===== src/hlrb_defines.svh =====
`ifndef HLRB_DEFINES_SVH
`define HLRB_DEFINES_SVH
// Settle counts, in byte-rate enable ticks
`define HLRB_SOFT_DSETTLE_MIN  5'd1
`define HLRB_SOFT_DSETTLE_MAX  5'd27
`define HLRB_SOFT_DSETTLE_DEF  5'd14
`define HLRB_LSC_DSETTLE_MIN   5'd4
`define HLRB_LSC_DSETTLE_MAX   5'd10
`define HLRB_LSC_DSETTLE_DEF   5'd6
`define HLRB_LSC_CSETTLE_MIN   5'd4
`define HLRB_LSC_CSETTLE_MAX   5'd19
`define HLRB_LSC_CSETTLE_DEF   5'd9
// Buffer shape
`define HLRB_DEPTH_DEF         128
`define HLRB_FIXED_DEPTH       4
`define HLRB_QUEUE_ENTRIES_DEF 4
`define HLRB_DELAY_DEF         8
`define HLRB_DELAY_MAX         16384
`define HLRB_CNT_WIDTH_DEF     4
// Lane entry pattern and header field positions
`define HLRB_SYNC_BYTE         8'hB8
`define HLRB_HDR_VC_MSB        7
`define HLRB_HDR_VC_LSB        6
`define HLRB_HDR_DT_MSB        5
`define HLRB_HDR_DT_LSB        0
`endif


===== src/hlrb_pkg.sv =====
package hlrb_pkg;
  typedef enum logic [1:0] {
    HLRB_ORG_SINGLE    = 2'h0,
    HLRB_ORG_DUAL_BANK = 2'h1,
    HLRB_ORG_QUEUE     = 2'h2
  } hlrb_org_type;

  typedef enum logic [0:0] {
    HLRB_MEM_BLOCK_RAM = 1'h0,
    HLRB_MEM_LUT       = 1'h1
  } hlrb_mem_type;

  typedef enum logic [2:0] {
    HLRB_ST_IDLE   = 3'h0,
    HLRB_ST_CSETTL = 3'h1,
    HLRB_ST_DSETTL = 3'h2,
    HLRB_ST_SYNC   = 3'h3,
    HLRB_ST_HS     = 3'h4
  } hlrb_lane_state_type;

  typedef struct packed {
    logic [1:0]  vc;
    logic [5:0]  dt;
    logic [15:0] wc;
    logic [7:0]  ecc;
    logic        valid;
  } hlrb_header_type;

  typedef struct packed {
    logic [7:0] data;
    logic       last;
  } hlrb_word_type;
endpackage : hlrb_pkg


===== src/hlrb_mem.sv =====
`timescale 1ns/10ps
// Simple dual-port storage with registered read data
module hlrb_mem #(
  parameter int AW   = 7,
  parameter int DW   = 9,
  parameter bit LUT  = 1'b0
) (
  // Clock
  input  wire logic          core_clk,
  // Write side
  input  wire logic          wr_en,
  input  wire logic [AW-1:0] wr_addr,
  input  wire logic [DW-1:0] wr_data,
  // Read side
  input  wire logic          rd_en,
  input  wire logic [AW-1:0] rd_addr,
  output logic      [DW-1:0] rd_data
);
  logic [DW-1:0] mem_reg [0:(1<<AW)-1];
  logic [DW-1:0] rd_data_reg;

  // LUT flavour uses the same registered read as block RAM; same latency either way
  always_ff @(posedge core_clk) begin
    if (wr_en) begin
      mem_reg[wr_addr] <= wr_data;
    end
    if (rd_en) begin
      rd_data_reg <= mem_reg[rd_addr];
    end
  end

  assign rd_data = rd_data_reg;

  initial begin
    if (AW < 2 || DW < 1 || (LUT !== 1'b0 && LUT !== 1'b1)) begin
      $error("hlrb_mem: bad shape");
    end
  end
endmodule : hlrb_mem


===== src/hlrb_rx.sv =====
`timescale 1ns/10ps
`include "hlrb_defines.svh"
// How it works
// RULE1 - Lane-state bypassed: wait data settle 1..27 (default 14) before capture.
// RULE2 - Lane-state used: data settle 4..10, default 6, custom-value option.
// RULE3 - Lane-state used: clock settle 4..19, default 9.
// RULE4 - Parser on: decode header and output its fields beside the data.
// RULE5 - Parser off: forward lane bytes unchanged, no header interpretation.
// RULE6 - Buffer disabled: pass data through a fixed four-register buffer.
// RULE7 - Hardened PHY: buffer always present, disable option refused.
// RULE8 - Buffer stores every burst fully, trailing bits included.
// RULE9 - Soft PHY: buffer also stores the zero bits before the payload.
// RULE10 - Depth is a power of two 16..4096, default 128.
// RULE11 - Storage block RAM or LUT memory, block RAM default.
// RULE12 - Queue organisation tracks 2, 4 or 8 entries, default 4.
// RULE13 - Organisation single, dual-bank or queue; dual-bank default.
// RULE14 - Debug option brings termination enables and status to ports.
// RULE15 - Lane alignment selectable only with the soft PHY.
// RULE16 - Single/dual-bank, delay zero: read only after whole burst written.
// RULE17 - Non-zero delay: read starts that many byte ticks after not-empty.
// RULE18 - Queue: counter of 1..14 bits counts write cycles per burst.
// RULE19 - Lane-state bypassed: soft logic controls clock and data lane states.
// RULE20 - Settle customisation off: the settle count takes its default.
// RULE21 - Settle counted in byte ticks from entry detection before data valid.
module hlrb_rx
  import hlrb_pkg::*;
#(
  parameter bit           HARD_PHY      = 1'b1,
  parameter bit           LSC_BYPASS    = 1'b1,
  parameter bit           CUST_DSETTLE  = 1'b0,
  parameter logic [4:0]   DSETTLE_VAL   = `HLRB_SOFT_DSETTLE_DEF,
  parameter bit           CUST_LSC_D    = 1'b0,
  parameter logic [4:0]   LSC_D_VAL     = `HLRB_LSC_DSETTLE_DEF,
  parameter bit           CUST_LSC_C    = 1'b0,
  parameter logic [4:0]   LSC_C_VAL     = `HLRB_LSC_CSETTLE_DEF,
  parameter bit           PARSER_EN     = 1'b1,
  parameter bit           DEBUG_EN      = 1'b0,
  parameter bit           LANE_ALIGN_EN = 1'b0,
  parameter bit           BUF_EN        = 1'b1,
  parameter hlrb_mem_type MEM_KIND      = HLRB_MEM_BLOCK_RAM,
  parameter int           DEPTH         = `HLRB_DEPTH_DEF,
  parameter hlrb_org_type ORG           = HLRB_ORG_DUAL_BANK,
  parameter int           Q_ENTRIES     = `HLRB_QUEUE_ENTRIES_DEF,
  parameter int           DELAY         = `HLRB_DELAY_DEF,
  parameter int           CNT_W         = `HLRB_CNT_WIDTH_DEF
) (
  // Clock and reset
  input  wire logic       core_clk,
  input  wire logic       nrst,
  // Link pins, from outside the clock domain
  input  wire logic       byte_rate_clock_in,
  input  wire logic       lane_hs_req,
  input  wire logic [7:0] lane_byte,
  // Fabric side
  input  wire logic       out_ready,
  output logic            out_valid,
  output hlrb_word_type   out_word,
  output hlrb_header_type out_header,
  // Debug status
  output logic            dbg_term_en,
  output logic            dbg_buf_empty,
  output logic            dbg_buf_full,
  output logic [CNT_W:0]  dbg_burst_len
);
  localparam int AW = $clog2(DEPTH);
  localparam int QW = $clog2(Q_ENTRIES);
  localparam logic [4:0] DSET = !LSC_BYPASS ? (CUST_LSC_D ? LSC_D_VAL :
      `HLRB_LSC_DSETTLE_DEF) : (CUST_DSETTLE ? DSETTLE_VAL : `HLRB_SOFT_DSETTLE_DEF); // RULE20
  localparam logic [4:0] CSET = CUST_LSC_C ? LSC_C_VAL : `HLRB_LSC_CSETTLE_DEF; // RULE20
  localparam bit USE_BUF = HARD_PHY ? 1'b1 : BUF_EN; // RULE7
  localparam int RAW_AW = USE_BUF ? AW : 2; // RULE6

  initial begin
    if (DEPTH < 16 || DEPTH > 4096 || (1 << AW) != DEPTH) $error("bad DEPTH"); // RULE10
    if (Q_ENTRIES != 2 && Q_ENTRIES != 4 && Q_ENTRIES != 8) $error("bad Q_ENTRIES"); // RULE12
    if (CNT_W < 1 || CNT_W > 14) $error("bad CNT_W"); // RULE18
    if (DELAY < 0 || DELAY > `HLRB_DELAY_MAX) $error("bad DELAY"); // RULE17
    if (LSC_BYPASS && (DSETTLE_VAL < `HLRB_SOFT_DSETTLE_MIN ||
        DSETTLE_VAL > `HLRB_SOFT_DSETTLE_MAX)) $error("bad DSETTLE_VAL"); // RULE1
    if (!LSC_BYPASS && (LSC_D_VAL < `HLRB_LSC_DSETTLE_MIN ||
        LSC_D_VAL > `HLRB_LSC_DSETTLE_MAX)) $error("bad LSC_D_VAL"); // RULE2
    if (!LSC_BYPASS && (LSC_C_VAL < `HLRB_LSC_CSETTLE_MIN ||
        LSC_C_VAL > `HLRB_LSC_CSETTLE_MAX)) $error("bad LSC_C_VAL"); // RULE3
    if (HARD_PHY && !BUF_EN) $error("buffer cannot be disabled on hard PHY"); // RULE7
    if (HARD_PHY && LANE_ALIGN_EN) $error("lane align needs soft PHY"); // RULE15
  end

  // Two-flop synchronisers on every link pin
  logic [2:0]  clk_sy_reg, clk_sy_next;
  logic [1:0]  req_sy_reg, req_sy_next;
  logic [15:0] dat_sy_reg, dat_sy_next;
  logic        tick;
  always_comb begin
    clk_sy_next = {clk_sy_reg[1:0], byte_rate_clock_in};
    req_sy_next = {req_sy_reg[0], lane_hs_req};
    dat_sy_next = {dat_sy_reg[7:0], lane_byte};
  end
  always_ff @(posedge core_clk or negedge nrst) begin
    if (!nrst) begin
      clk_sy_reg <= 3'h0;
      req_sy_reg <= 2'h0;
      dat_sy_reg <= 16'h0000;
    end else begin
      clk_sy_reg <= clk_sy_next;
      req_sy_reg <= req_sy_next;
      dat_sy_reg <= dat_sy_next;
    end
  end
  // Rising edge seen between second and third stage; first stage stays private
  assign tick = clk_sy_reg[1] & ~clk_sy_reg[2];

  // Lane state sequencer: soft takeover when the hardened logic is bypassed
  hlrb_lane_state_type st_reg, st_next;
  logic [4:0]          cnt_reg, cnt_next;
  logic                term_reg, term_next;
  logic                cap_reg, cap_next;
  logic                last_reg, last_next;
  logic                hdr_cnt_en;
  always_comb begin
    st_next   = st_reg;
    cnt_next  = cnt_reg;
    term_next = term_reg;
    cap_next  = 1'b0;
    last_next = 1'b0;
    if (tick) begin
      case (st_reg)
        HLRB_ST_IDLE: begin
          cnt_next = 5'h00;
          if (req_sy_reg[1]) begin // RULE21
            term_next = 1'b1;
            st_next   = LSC_BYPASS ? HLRB_ST_DSETTL : HLRB_ST_CSETTL; // RULE19
          end
        end
        HLRB_ST_CSETTL: begin
          cnt_next = cnt_reg + 5'h01;
          if (cnt_reg + 5'h01 >= CSET) begin // RULE3
            cnt_next = 5'h00;
            st_next  = HLRB_ST_DSETTL;
          end
        end
        HLRB_ST_DSETTL: begin
          cnt_next = cnt_reg + 5'h01;
          if (cnt_reg + 5'h01 >= DSET) begin // RULE1 RULE2 RULE21
            st_next = HLRB_ST_SYNC;
          end
        end
        HLRB_ST_SYNC: begin
          // Soft PHY keeps the zero bytes ahead of the sync byte
          cap_next = !HARD_PHY; // RULE9
          // Hard PHY: sync byte not stored, so the parser sees payload byte 0 first; soft PHY stores it and parses it as byte 0
          if (dat_sy_reg[15:8] == `HLRB_SYNC_BYTE) begin
            st_next  = HLRB_ST_HS;
          end
          if (!req_sy_reg[1]) begin
            st_next   = HLRB_ST_IDLE;
            term_next = 1'b0;
            last_next = cap_next;
          end
        end
        HLRB_ST_HS: begin
          cap_next = 1'b1; // RULE8
          if (!req_sy_reg[1]) begin
            last_next = 1'b1;
            term_next = 1'b0;
            st_next   = HLRB_ST_IDLE;
          end
        end
        default: st_next = HLRB_ST_IDLE;
      endcase
    end
  end
  always_ff @(posedge core_clk or negedge nrst) begin
    if (!nrst) begin
      st_reg   <= HLRB_ST_IDLE;
      cnt_reg  <= 5'h00;
      term_reg <= 1'b0;
      cap_reg  <= 1'b0;
      last_reg <= 1'b0;
    end else begin
      st_reg   <= st_next;
      cnt_reg  <= cnt_next;
      term_reg <= term_next;
      cap_reg  <= cap_next;
      last_reg <= last_next;
    end
  end
  assign hdr_cnt_en = cap_reg && st_reg == HLRB_ST_HS;

  // Buffer: circular store, read gating by organisation
  logic [RAW_AW:0]  wp_reg, wp_next, rp_reg, rp_next;
  logic [14:0]      dly_reg, dly_next;
  logic [CNT_W:0]   blen_reg, blen_next;
  logic [QW:0]      qcnt_reg, qcnt_next;
  logic             done_reg, done_next;
  logic             empty, full, rd_ok, rd_fire;
  logic             ov_reg, ov_next;
  logic [8:0]       rd_data;
  always_comb begin
    empty   = wp_reg == rp_reg;
    full    = (wp_reg[RAW_AW] != rp_reg[RAW_AW]) &&
              (wp_reg[RAW_AW-1:0] == rp_reg[RAW_AW-1:0]);
    wp_next = wp_reg + {{RAW_AW{1'b0}}, cap_reg & ~full};
    dly_next  = dly_reg;
    done_next = done_reg;
    blen_next = blen_reg;
    qcnt_next = qcnt_reg;
    if (cap_reg & ~full) begin
      blen_next = (blen_reg == {1'b0, {CNT_W{1'b1}}}) ? blen_reg : blen_reg + 1'b1; // RULE18
    end
    if (last_reg) begin
      done_next = 1'b1; // RULE16
      blen_next = '0;
    end
    if (!empty && dly_reg != DELAY[14:0] && tick) begin
      dly_next = dly_reg + 15'h0001; // RULE17
    end
    if (!USE_BUF) begin
      rd_ok = !empty; // RULE6
    end else if (ORG == HLRB_ORG_QUEUE) begin
      rd_ok = !empty && (qcnt_reg != '0); // RULE12
    end else if (DELAY == 0) begin
      rd_ok = !empty && done_reg; // RULE16
    end else begin
      rd_ok = !empty && dly_reg == DELAY[14:0]; // RULE17
    end
    rd_fire = rd_ok && (!ov_reg || out_ready);
    rp_next = rp_reg + {{RAW_AW{1'b0}}, rd_fire};
    ov_next = rd_fire ? 1'b1 : (out_ready ? 1'b0 : ov_reg);
    // Queue credit: one per finished burst, spent when its last word is taken while the next word is read
    if (last_reg && qcnt_reg != Q_ENTRIES[QW:0]) begin
      qcnt_next = qcnt_reg + 1'b1;
    end
    if (rd_fire && empty_after_last(rd_data, ov_reg, out_ready) && qcnt_next != '0) begin
      qcnt_next = qcnt_next - 1'b1;
    end
    if (empty) begin
      dly_next  = 15'h0000;
      if (!last_reg) done_next = 1'b0;
    end
  end

  function automatic logic empty_after_last(input logic [8:0] w, input logic ov,
                                            input logic rdy);
    empty_after_last = ov & rdy & w[0];
  endfunction : empty_after_last

  always_ff @(posedge core_clk or negedge nrst) begin
    if (!nrst) begin
      wp_reg   <= '0;
      rp_reg   <= '0;
      dly_reg  <= 15'h0000;
      done_reg <= 1'b0;
      blen_reg <= '0;
      qcnt_reg <= '0;
      ov_reg   <= 1'b0;
    end else begin
      wp_reg   <= wp_next;
      rp_reg   <= rp_next;
      dly_reg  <= dly_next;
      done_reg <= done_next;
      blen_reg <= blen_next;
      qcnt_reg <= qcnt_next;
      ov_reg   <= ov_next;
    end
  end

  hlrb_mem #(
    .AW  (RAW_AW),
    .DW  (9),
    .LUT (MEM_KIND == HLRB_MEM_LUT) // RULE11
  ) u_mem (
    .core_clk (core_clk),
    .wr_en    (cap_reg & ~full), // RULE8
    .wr_addr  (wp_reg[RAW_AW-1:0]),
    .wr_data  ({dat_sy_reg[15:8], last_next_word(last_reg, st_reg)}), // RULE8
    .rd_en    (rd_fire),
    .rd_addr  (rp_reg[RAW_AW-1:0]),
    .rd_data  (rd_data)
  );

  function automatic logic last_next_word(input logic ln, input hlrb_lane_state_type s);
    last_next_word = ln & (s == HLRB_ST_IDLE);
  endfunction : last_next_word

  // Header parser on the captured stream: first four bytes after sync on hard PHY; soft PHY starts at the sync byte
  hlrb_header_type hdr_reg, hdr_next;
  logic [2:0]      hidx_reg, hidx_next;
  always_comb begin
    hdr_next  = hdr_reg;
    hidx_next = hidx_reg;
    if (PARSER_EN && hdr_cnt_en && !full) begin // RULE4
      case (hidx_reg)
        3'h0: begin
          hdr_next.vc    = dat_sy_reg[`HLRB_HDR_VC_MSB+8:`HLRB_HDR_VC_LSB+8];
          hdr_next.dt    = dat_sy_reg[`HLRB_HDR_DT_MSB+8:`HLRB_HDR_DT_LSB+8];
          hdr_next.valid = 1'b0;
        end
        3'h1: hdr_next.wc[7:0]  = dat_sy_reg[15:8];
        3'h2: hdr_next.wc[15:8] = dat_sy_reg[15:8];
        3'h3: begin
          hdr_next.ecc   = dat_sy_reg[15:8];
          hdr_next.valid = 1'b1;
        end
        default: hdr_next = hdr_reg;
      endcase
      if (hidx_reg != 3'h4) hidx_next = hidx_reg + 3'h1;
    end
    if (last_reg) hidx_next = 3'h0;
    if (!PARSER_EN) hdr_next = '0; // RULE5
  end
  always_ff @(posedge core_clk or negedge nrst) begin
    if (!nrst) begin
      hdr_reg  <= '0;
      hidx_reg <= 3'h0;
    end else begin
      hdr_reg  <= hdr_next;
      hidx_reg <= hidx_next;
    end
  end

  // Output registers; data byte is passed as stored, untouched
  logic            oval_reg, oval_next;
  hlrb_word_type   ow_reg, ow_next;
  logic            dte_reg, dbe_reg, dbf_reg;
  logic [CNT_W:0]  dbl_reg;
  always_comb begin
    oval_next = ov_reg & ~(oval_reg & out_ready) | (ov_next & rd_fire);
    oval_next = ov_next;
    ow_next   = out_word;
    if (ov_reg && !(oval_reg && !out_ready)) ow_next = '{data: rd_data[8:1], last: rd_data[0]}; // RULE5
  end
  always_ff @(posedge core_clk or negedge nrst) begin
    if (!nrst) begin
      oval_reg <= 1'b0;
      ow_reg   <= '0;
      dte_reg  <= 1'b0;
      dbe_reg  <= 1'b1;
      dbf_reg  <= 1'b0;
      dbl_reg  <= '0;
    end else begin
      oval_reg <= oval_next;
      ow_reg   <= ow_next;
      dte_reg  <= DEBUG_EN & term_reg; // RULE14
      dbe_reg  <= DEBUG_EN ? empty : 1'b1; // RULE14
      dbf_reg  <= DEBUG_EN & full; // RULE14
      dbl_reg  <= DEBUG_EN ? blen_reg : '0; // RULE14
    end
  end

  assign out_valid     = ov_reg;
  assign out_word      = '{data: rd_data[8:1], last: rd_data[0]};
  assign out_header    = hdr_reg;
  assign dbg_term_en   = dte_reg;
  assign dbg_buf_empty = dbe_reg;
  assign dbg_buf_full  = dbf_reg;
  assign dbg_burst_len = dbl_reg;
endmodule : hlrb_rx


===== config.mk =====
export PLATFORM = sky130hd
export DESIGN_NAME = hlrb_rx
export DESIGN_NICKNAME = d
export VERILOG_FILES = /design/src/hlrb_pkg.sv /design/src/hlrb_mem.sv /design/src/hlrb_rx.sv
export VERILOG_INCLUDE_DIRS = /design/src
export SDC_FILE = /design/constraint.sdc
export NUM_CORES = 1
export LEC_CHECK = 0
export BUFFER_PORTS_ARGS = -buffer_cell sky130_fd_sc_hd__buf_2
export CORE_ASPECT_RATIO = 1.4
export CORE_UTILIZATION = 35
export CTS_BUF_LIST = sky130_fd_sc_hd__clkbuf_4
export CTS_CLUSTER_DIAMETER = 120
export CTS_CLUSTER_SIZE = 14
export DETAILED_ROUTE_END_ITERATION = 8
export PLACE_DENSITY = 0.52
export SKIP_CTS_REPAIR_TIMING = 1
export SLEW_MARGIN = 0
export SYNTH_ARGS = -nofsm -noshare
export SYNTH_HDL_FRONTEND = slang
export SYNTH_SLANG_ARGS = --single-unit

===== constraint.sdc =====
create_clock -name core_clk -period 9.4 [get_ports core_clk]
set_input_delay 0.94 -clock core_clk [delete_from_list [all_inputs] [get_ports core_clk]]
set_output_delay 0.94 -clock core_clk [all_outputs]
set_load 0.01 [all_outputs]

==> results.sh, run 1 <==
export IMPL_insertion_delay_ns=1.16
export IMPL_fin_worst_skew_ns=0.1546
export IMPL_synthesis_instances=2510
export IMPL_synth_compound_area_share_pct=3.657
export IMPL_worstRegToRegCells=6
export IMPL_holdWs_ns=0.1048
export IMPL_gp_congestion=0.8532
export IMPL_ioPinCount=64
export IMPL_largest_register_ffs=1152
export IMPL_grt_total_usage_pct=18.56
export IMPL_min_period_ns=4.956
export IMPL_hold_path_class="in2reg"
export IMPL_antenna_found_initial=3
export IMPL_cts_sink_count=1260
export IMPL_grt_start_max_net_pins=126
export IMPL_worst_hold_path_endpoint="out_valid"
export IMPL_fill_cells=12800
export IMPL_cts_clk_slew_worst_paths_ns=0.16
export IMPL_startpoint_type="flip-flop"
export IMPL_hpwl_um=84220
export IMPL_multi_input_area_mm2=0.01128
export IMPL_cp_end_kind="flip-flop"
export IMPL_drt_pass1_iter_count=5
export IMPL_top_usage_layer="met2"
export IMPL_required_ns=10.06
export IMPL_rsz0062_at_grt="no"
export IMPL_drcViolationCount=0
export IMPL_synth_simple_area_share_pct=3.455
export IMPL_vias_per_cell=5.373
export IMPL_portBuffers=55
export IMPL_drive_above_1_share_pct=19.27
export IMPL_status="finished, final reports clean"
export IMPL_cts_made_buffers=99
export IMPL_async_flop_share_pct=7.857
export IMPL_ant_nets=0
export IMPL_coreArea_mm2=0.1409
export IMPL_syn_avg_cell_area_um2=19.78
export IMPL_final_max_slew_viol_count=0
export IMPL_power_density_mw_per_mm2=210.9
export IMPL_synth_top_family_by_area="multiplexers"
export IMPL_die_h_um=447.6
export IMPL_cts_tree="done"
export IMPL_grt_use_met2_pct=33.13
export IMPL_yosysWarnings=0
export IMPL_r2r_end="u_mem.mem_reg[87][0]"
export IMPL_drtIter0Drc=2271
export IMPL_synthesis_area_mm2=0.04965
export IMPL_maxSlewHeadroom_pct=15.73
export IMPL_tightestPinTransition_ns=1.259
export IMPL_yosys_top_cells_area="edfxtp_1 (70%), mux4_2 (8.6%), dfrtp_1 (5.0%)"
export IMPL_clk_path_buf_depth=3
export IMPL_placed_cell_area_mm2=0.05174
export IMPL_synth_ff_type="edfxtp_1"
export IMPL_synth_edf_count=1161
export IMPL_synthMuxAreaShare_pct=14.44
export IMPL_num_vias=24330
export IMPL_nNetsFinal=2611
export IMPL_r2r_start="rp_reg[5]"
export IMPL_min_delay_start="out_ready"
export IMPL_synthAdderAreaFrac_pct=0.3528
export IMPL_final_hold_viol_count=0
export IMPL_ir_worst_vdd_v=0.0001489
export IMPL_synth_xor_area_share_pct=0.6704
export IMPL_grtUsageMet1_pct=22.66
export IMPL_seqCellArea_mm2=0.03738
export IMPL_syn2layout_area_growth_pct=6.553
export IMPL_crit_path_max_fanout=28
export IMPL_h_tree_depth=3
export IMPL_synth_seq_cells=1260
export IMPL_cap_violations=0
export IMPL_synth_top_cell_by_area="edfxtp_1"
export IMPL_finalSetupViolCount=0
export IMPL_first_global_vias=25500
export IMPL_drt_wl_total_um=132400
export IMPL_hold_depth=3
export IMPL_synth_top_area_share_pct=70.22
export IMPL_grtUsageMet3_pct=2.380
export IMPL_die_x_um=320.3
export IMPL_post_drt_wl_per_cell_um=29.24
export IMPL_crit_type="reg2reg"
export IMPL_r2r_slack_ns=4.44
export IMPL_clock_root_buffer="clkbuf_4"
export IMPL_max_freq_ghz=0.2018
export IMPL_rows=163
export IMPL_start_util_pct=35.23
export IMPL_overflow=0
export IMPL_dieArea_mm2=0.1434
export IMPL_tns_ns=0
export IMPL_final_period_utilization_pct=52.72
export IMPL_yosysSeqAreaShare_pct=75.21
export IMPL_worstPathArrival_ns=5.61
export IMPL_final_cell_area_mm2=0.05290
export IMPL_cellLeakagePower_nw=16.27
export IMPL_ys_types=79
export IMPL_grt_pass1_wl_um=190300
## Yosys cell counts (5+ instances only)
master and instances:
o221ai_1 19, o32a_1 8, ha_1 14, buf_4 37
nand3b_1 5, a31oi_1 11, a311oi_1 5, o211ai_1 14
nor2_1 164, o22ai_1 12, a22oi_1 53, nand3_1 28
a221oi_1 16, nand4_1 11, a211oi_1 24, a21oi_1 32
and3_1 7, nor3_1 5, nand2_1 76, o21ai_0 11
mux2_1 8, mux2i_1 164, dfrtp_1 99, mux2_2 47
inv_1 12, edfxtp_1 1161, xor2_1 25, nand2b_1 6
clkbuf_1 24, and2_1 8, buf_2 44, a22o_1 12
mux4_2 190, mux4_1 24, buf_6 28, xnor2_1 13
nor2b_1 20, nand4b_1 5
## how the worst max path moves through the flow
stage	start	end	slack, ns	cells after the start
final	rp_reg[5]	u_mem.mem_reg[87][0]	4.44	6
after detailed placement	rp_reg[5]	u_mem.mem_reg[7][0]	4.69	6
after global placement	rp_reg[0]	u_mem.mem_reg[4][6]	4.63	6
after global routing	rp_reg[5]	u_mem.mem_reg[20][8]	4.30	6
after CTS	rp_reg[5]	u_mem.mem_reg[87][6]	4.52	6
after floorplan	st_reg[2]	u_mem.mem_reg[0][0]	3.96	2
## critical path, stage by stage (launching register included)
cell and delay, ns:
dfrtp_1 1.15, xor2_1 0.24, nor4_2 0.10, a31oi_2 0.73
nand4_1 0.89, buf_4 0.55, nor2_1 0.76
## logic make-up (layout without fill, tap and decap cells)
| group | count (synthesis) | in the layout |
|---|---|---|
| AOI/OAI and AO/OA | 243 | 243 |
| other | 2 | 20 |
| xor gates and xnor gates | 38 | 38 |
| buffers and inverters | 158 | 262 |
| muxes | 433 | 433 |
| DFF | 1260 | 1260 |
| and+or+nand+nor | 362 | 362 |
| adders and majority gates | 14 | 14 |
## routing by layer
metal | wire length (µm) | part of all wire [%]
met1 | 51720 | 39
met2 | 69470 | 52
met3 | 5979 | 4.5
met4 | 5277 | 4.0
met5 | 0 | 0
## final cells by class
type,instances,share of cell area [%]
Clock inverter,4,0.03784
Multi-Input combinational cell,1098,21.32
Timing Repair Buffer,111,1.443
Clock buffer,133,1.887
Antenna cell,12,0.05677
Tap cell,1897,4.487
Inverter,14,0.09934
Sequential cell,1260,70.67
## cells in the final DEF, fill, tap and decap left out, types with 43 or more instances in the layout
master	netlist	final
nor2_1	164	163
dfrtp_1	99	87
mux4_2	190	190
clkbuf_4	2	133
nand2_1	76	76
mux2_2	47	47
mux2i_1	164	164
edfxtp_1	1161	1161
a22oi_1	53	53
buf_2	44	54
buf_4	37	43
## report_power, final
group          internal, W  switching (W)
clock network     0.000641        0.00168
logic              0.00108        0.00142
registers          0.00615       0.000194
## stage by stage
step / cells / setup slack [ns] / total power, W / util [%]
finish: 4529 / 4.444 / 0.01116 / 37.54
global route: 4526 / 4.302 / 0.01157 / 37.53
CTS: 4506 / 4.525 / 0.01130 / 37.44
detailed placement: 4369 / 4.687 / 0.008994 / 36.71
global placement: 4369 / 4.627 / 0.008974 / 36.71
floorplan: 2516 / 3.956 / 0.008272 / -
No activity file was read; power rests on OpenSTA's default activity.
==> run 2: changes to the inputs <==
Clock period 9.4 ns to 4.35 ns, I/O delays scaled along.
==> run 2 against run 1 <==
- clock-buffer cell count up 8
- maximum frequency increased by 36%
- clock skew fell by 0.039 ns
- utilization grew 0.59 points
- critical endpoint is now u_mem.rd_data[6]
==> results.sh, run 2 (synthesis gave the netlist of run 1 again) <==
export IMPL_ir_worst_vdd_v=0.0004801
export IMPL_final_hold_viol_count=0
export IMPL_cts_clk_slew_worst_paths_ns=0.16
export IMPL_h_tree_depth=3
export IMPL_required_ns=5.19
export IMPL_hpwl_um=86220
export IMPL_cts_made_buffers=99
export IMPL_power_density_mw_per_mm2=453.4
export IMPL_overflow=0
export IMPL_coreArea_mm2=0.1409
export IMPL_power_switching_w=0.007076
export IMPL_start_util_pct=35.23
export IMPL_drive_above_1_share_pct=21.63
export IMPL_cp_slowest_cell="dfrtp_4"
export IMPL_grt_pass1_wl_um=191200
export IMPL_fin_util_pct=38.12
export IMPL_cp_end_kind="flip-flop"
export IMPL_grt_total_usage_pct=18.73
export IMPL_dieArea_mm2=0.1434
export IMPL_num_vias=24580
export IMPL_holdWs_ns=0.008340
export IMPL_nNetsFinal=2697
export IMPL_slowest_delay_ns=0.76
export IMPL_ant_nets=0
export IMPL_p_total_w=0.02436
export IMPL_final_common_cell="edfxtp_1"
export IMPL_drt_pass1_iter_count=5
export IMPL_insertion_delay_ns=1.14
export IMPL_drtIter0Drc=2191
export IMPL_final_max_slew_viol_count=0
export IMPL_grt_start_max_net_pins=129
export IMPL_startpoint_type="flip-flop"
export IMPL_layout_common_cells="edfxtp_1 (1161), mux4_2 (190), mux2i_1 (164)"
export IMPL_hold_path_class="in2async"
export IMPL_first_global_vias=25720
export IMPL_antenna_found_initial=4
export IMPL_worstPathArrival_ns=4.48
export IMPL_rows=163
export IMPL_crit_type="reg2reg"
export IMPL_finalSetupViolCount=0
export IMPL_final_period_utilization_pct=83.50
export IMPL_seqCellArea_mm2=0.03738
export IMPL_drt_wl_total_um=133400
export IMPL_largest_register_ffs=1152
export IMPL_cts_tree="done"
export IMPL_min_period_ns=3.632
export IMPL_drcViolationCount=0
export IMPL_die_h_um=447.6
export IMPL_crit_path_max_fanout=88
export IMPL_maxSlewHeadroom_pct=18.89
export IMPL_p_int_w=0.01728
export IMPL_clock_root_buffer="clkbuf_4"
export IMPL_multi_input_area_mm2=0.01127
export IMPL_cap_violations=0
export IMPL_syn2layout_area_growth_pct=8.218
export IMPL_p_clk_share_pct=21.5
export IMPL_crit_chain="buf_12 > mux4_2 > a22o_1 > a2111oi_0 > a211oi_1 > o32a_1"
export IMPL_cts_sink_count=1260
export IMPL_die_x_um=320.3
export IMPL_setup_slack_ns=0.7179
export IMPL_tns_ns=0
export IMPL_gp_congestion=0.8557
export IMPL_tightestPinTransition_ns=1.212
export IMPL_crit_family="compound AO/OA/AOI/OAI gates"
export IMPL_portBuffers=55
export IMPL_status="finished, final reports clean"
export IMPL_dpl_worst_slack_ns=0.8341
export IMPL_clk_path_buf_depth=3
export IMPL_ioPinCount=64
export IMPL_sw_frac_of_total_pct=29.05
export IMPL_cellLeakagePower_nw=16.77
export IMPL_path_buf_inv=1
export IMPL_fill_cells=12790
export IMPL_post_drt_wl_per_cell_um=28.90
export IMPL_vias_per_cell=5.324
export IMPL_pwr_share_comb_pct=22.8
export IMPL_seqPwrFrac_pct=55.7
export IMPL_fin_worst_skew_ns=0.1160
export IMPL_rsz0062_at_grt="no"
export IMPL_max_freq_ghz=0.2753
run 2: cell types whose count changed in the layout (fill, tap and decap cells not counted), sizes merged:
cell	delta
bufinv	+2
dlygate4sd3	+11
clkinv	-1
buf	+75
clkinvlp	+1
clkbuf	+8
diode	-6
inv	-2
run 2: layer usage:
| layer | vias to the layer above | routed length [µm] | track usage (%) |
|---|---|---|---|
| li1 | 10510 | - | - |
| met1 | 13100 | 50070 | 22.12 |
| met2 | 761 | 71500 | 34.13 |
| met3 | 213 | 6029 | 2.457 |
| met4 | 0 | 5822 | 7.815 |
| met5 | - | 0 | 0 |
run 2: area by class of cell:
type | instances | area share [%]
Multi-Input combinational cell | 1098 | 20.98
Timing Repair Buffer | 197 | 2.790
Tap cell | 1897 | 4.418
Sequential cell | 1260 | 69.58
Inverter | 14 | 0.09781
Clock inverter | 4 | 0.1327
Antenna cell | 6 | 0.02795
Clock buffer | 141 | 1.970
run 2: path summary, 6_finish.rpt:
path,start,slack [ns],cells past startpoint,to
setup / recovery,rp_reg[0],0.72,6,u_mem.rd_data[6]
hold / removal,nrst,0.008,2,out_header[30]
setup reg to reg,rp_reg[0],0.72,6,u_mem.rd_data[6]
hold reg to reg,dat_sy_reg[2],0.36,0,dat_sy_reg[10]
max in group asynchronous,nrst,3.37,3,dat_sy_reg[9]
min in group core_clk,out_ready,0.16,4,out_valid
run 2: power groups by stage:
stage	clock network [W]	logic, W	registers, W
floorplan	0	0.00420	0.0137
global placement	0	0.00558	0.0138
detailed placement	0	0.00562	0.0138
CTS	0.00543	0.00563	0.0136
global route	0.00582	0.00585	0.0136
finish	0.00525	0.00555	0.0136
run 2: per-stage QoR:
stage               std cells  area, µm²
finish                   4617      53730
global route             4616      53720
CTS                      4589      53490
detailed placement       4444      52360
global placement         4444      52360
floorplan                2516      49680
run 2: worst register-to-register path: stages, from the launching register on:
cell,delay (ns)
dfrtp_4,0.76
buf_12,0.62
mux4_2,0.60
a22o_1,0.28
a2111oi_0,0.61
a211oi_1,0.23
o32a_1,0.25
==> run 3: changes to the inputs <==
Clock period 4.35 ns to 3.2 ns, I/O delays scaled along.
==> run 3 against run 2 <==
- register-to-register slack got worse by 0.63 ns
- critical path depth increased by 1
- sequential power rose by 35%
- global-route usage about the same
- die area stayed put
- power grew 39%
- first-iteration DRC count fell by 1.0%
- via count grew 2.9%
- clock-buffer cell count is 2 higher
- non-clock buffer count grew 183
- sequential share of layout area down 2.0 points
- final cell count is 4.0% higher
- largest cell class unchanged
==> results.sh, run 3 (synthesis gave the netlist of run 1 again) <==
export IMPL_status="finished, final reports clean"
export IMPL_grt_total_usage_pct=18.73
export IMPL_clock_root_buffer="clkbuf_4"
export IMPL_gp_congestion=0.8742
export IMPL_finalSetupViolCount=0
export IMPL_cellLeakagePower_nw=17.79
export IMPL_cp_startpoint="rp_reg[0]"
export IMPL_crit_type="reg2reg"
export IMPL_rows=163
export IMPL_layout_common_cells="edfxtp_1 (1161), buf_4 (277), mux4_2 (190)"
export IMPL_ir_worst_vdd_v=0.0002991
export IMPL_crit_path_max_fanout=18
export IMPL_first_global_vias=26270
export IMPL_r2r_start="rp_reg[0]"
export IMPL_required_ns=4.12
export IMPL_drtIter0Drc=2168
export IMPL_placed_cell_area_mm2=0.05390
export IMPL_start_util_pct=35.23
export IMPL_min_delay_start="out_ready"
export IMPL_vias_per_cell=5.269
export IMPL_hold_depth=4
export IMPL_coreArea_mm2=0.1409
export IMPL_max_freq_ghz=0.3213
export IMPL_drt_pass1_iter_count=5
export IMPL_worst_hold_path_endpoint="out_valid"
export IMPL_cts_sink_count=1260
export IMPL_overflow=0
export IMPL_dieArea_mm2=0.1434
export IMPL_die_x_um=320.3
export IMPL_clk_path_buf_depth=3
export IMPL_post_drt_wl_per_cell_um=27.97
export IMPL_final_common_cell="edfxtp_1"
export IMPL_r2r_slack_ns=0.09
export IMPL_tns_ns=0
export IMPL_ioPinCount=64
export IMPL_drcViolationCount=0
export IMPL_final_max_slew_viol_count=0
export IMPL_portBuffers=55
export IMPL_r2r_end="u_mem.rd_data[6]"
export IMPL_ant_nets=0
export IMPL_hpwl_um=88810
export IMPL_grt_pass1_wl_um=191200
export IMPL_fill_cells=12720
export IMPL_grt_start_max_net_pins=133
export IMPL_syn2layout_area_growth_pct=11.34
export IMPL_min_period_ns=3.112
export IMPL_h_tree_depth=3
export IMPL_power_density_mw_per_mm2=612.4
export IMPL_power_switching_w=0.009912
export IMPL_drt_wl_total_um=134200
export IMPL_tightestPinTransition_ns=1.029
export IMPL_seqPwrFrac_pct=54.2
export IMPL_num_vias=25290
export IMPL_final_period_utilization_pct=97.26
export IMPL_cts_made_buffers=99
export IMPL_cts_tree="done"
export IMPL_pwr_share_comb_pct=25.3
export IMPL_final_cell_area_mm2=0.05528
export IMPL_nNetsFinal=2880
export IMPL_hold_path_class="in2reg"
export IMPL_startpoint_type="flip-flop"
export IMPL_worstPathArrival_ns=4.03
export IMPL_drive_above_1_share_pct=26.59
export IMPL_cp_end_kind="flip-flop"
export IMPL_sw_frac_of_total_pct=29.28
export IMPL_cap_violations=0
export IMPL_final_hold_viol_count=0
export IMPL_rsz0062_at_grt="no"
export IMPL_insertion_delay_ns=1.16
export IMPL_die_h_um=447.6
export IMPL_cts_clk_slew_worst_paths_ns=0.17
export IMPL_fin_worst_skew_ns=0.1098
export IMPL_worstRegToRegCells=7
export IMPL_p_int_w=0.02394
export IMPL_largest_register_ffs=1152
export IMPL_antenna_found_initial=6
export IMPL_maxSlewHeadroom_pct=31.43
export IMPL_p_clk_share_pct=20.5
-- run 3: worst max-delay path by stage --
stage | slack, ns | endpoint
CTS | -0.05 | u_mem.rd_data[6]
detailed placement | -0.008 | u_mem.rd_data[6]
finish | 0.09 | u_mem.rd_data[6]
global route | 0.003 | rp_reg[6]
global placement | -0.04 | u_mem.rd_data[6]
floorplan | -0.30 | u_mem.mem_reg[0][0]
-- run 3: stage by stage --
step | util, % | setup WS [ns] | hold WS, ns | power [W] | cells
floorplan | - | -0.3044 | 0.02441 | 0.02432 | 2516
detailed placement | 38.25 | -0.008201 | 0.3355 | 0.02740 | 4624
global placement | 38.25 | -0.04386 | 0.3324 | 0.02731 | 4624
global route | 39.22 | 0.002652 | 0.05725 | 0.03511 | 4800
finish | 39.22 | 0.08754 | 0.07870 | 0.03385 | 4800
CTS | 39.03 | -0.04608 | -0.8474 | 0.03427 | 4772
-- run 3: routing by layer --
metal / track usage [%] / wire length [µm] / vias up
li1: - / - / 10840
met1: 22.31 / 51080 / 13430
met2: 33.64 / 70700 / 803
met3: 2.208 / 6108 / 210
met4: 8.855 / 6311 / 4
met5: 0 / 29 / -
-- run 3: cell type report --
class	count	area, µm²	share of cell area, %
Timing Repair Buffer	380	3099	5.607
Clock inverter	5	22.52	0.04074
Clock buffer	143	1074	1.942
Sequential cell	1260	37380	67.63
Antenna cell	3	7.507	0.01358
Inverter	14	52.55	0.09507
Tap cell	1897	2374	4.294
Multi-Input combinational cell	1098	11270	20.38
-- run 3: critical path, stage by stage (launching register included) --
cell	delay, ns
dfrtp_4	0.60
buf_12	0.23
buf_4	0.30
mux2i_1	0.23
o22ai_1	0.17
a2111oi_2	0.68
a211oi_1	0.24
o32a_1	0.39
-- run 3: power by group through the flow --
stage	logic, W	registers [W]	clock network (W)
6_report	0.00856	0.0184	0.00694
5_1_grt	0.00898	0.0184	0.00775
4_1_cts	0.00869	0.0184	0.00722
3_5_place_dp	0.00867	0.0187	0
3_3_place_gp	0.00860	0.0187	0
2_1_floorplan	0.00572	0.0186	0
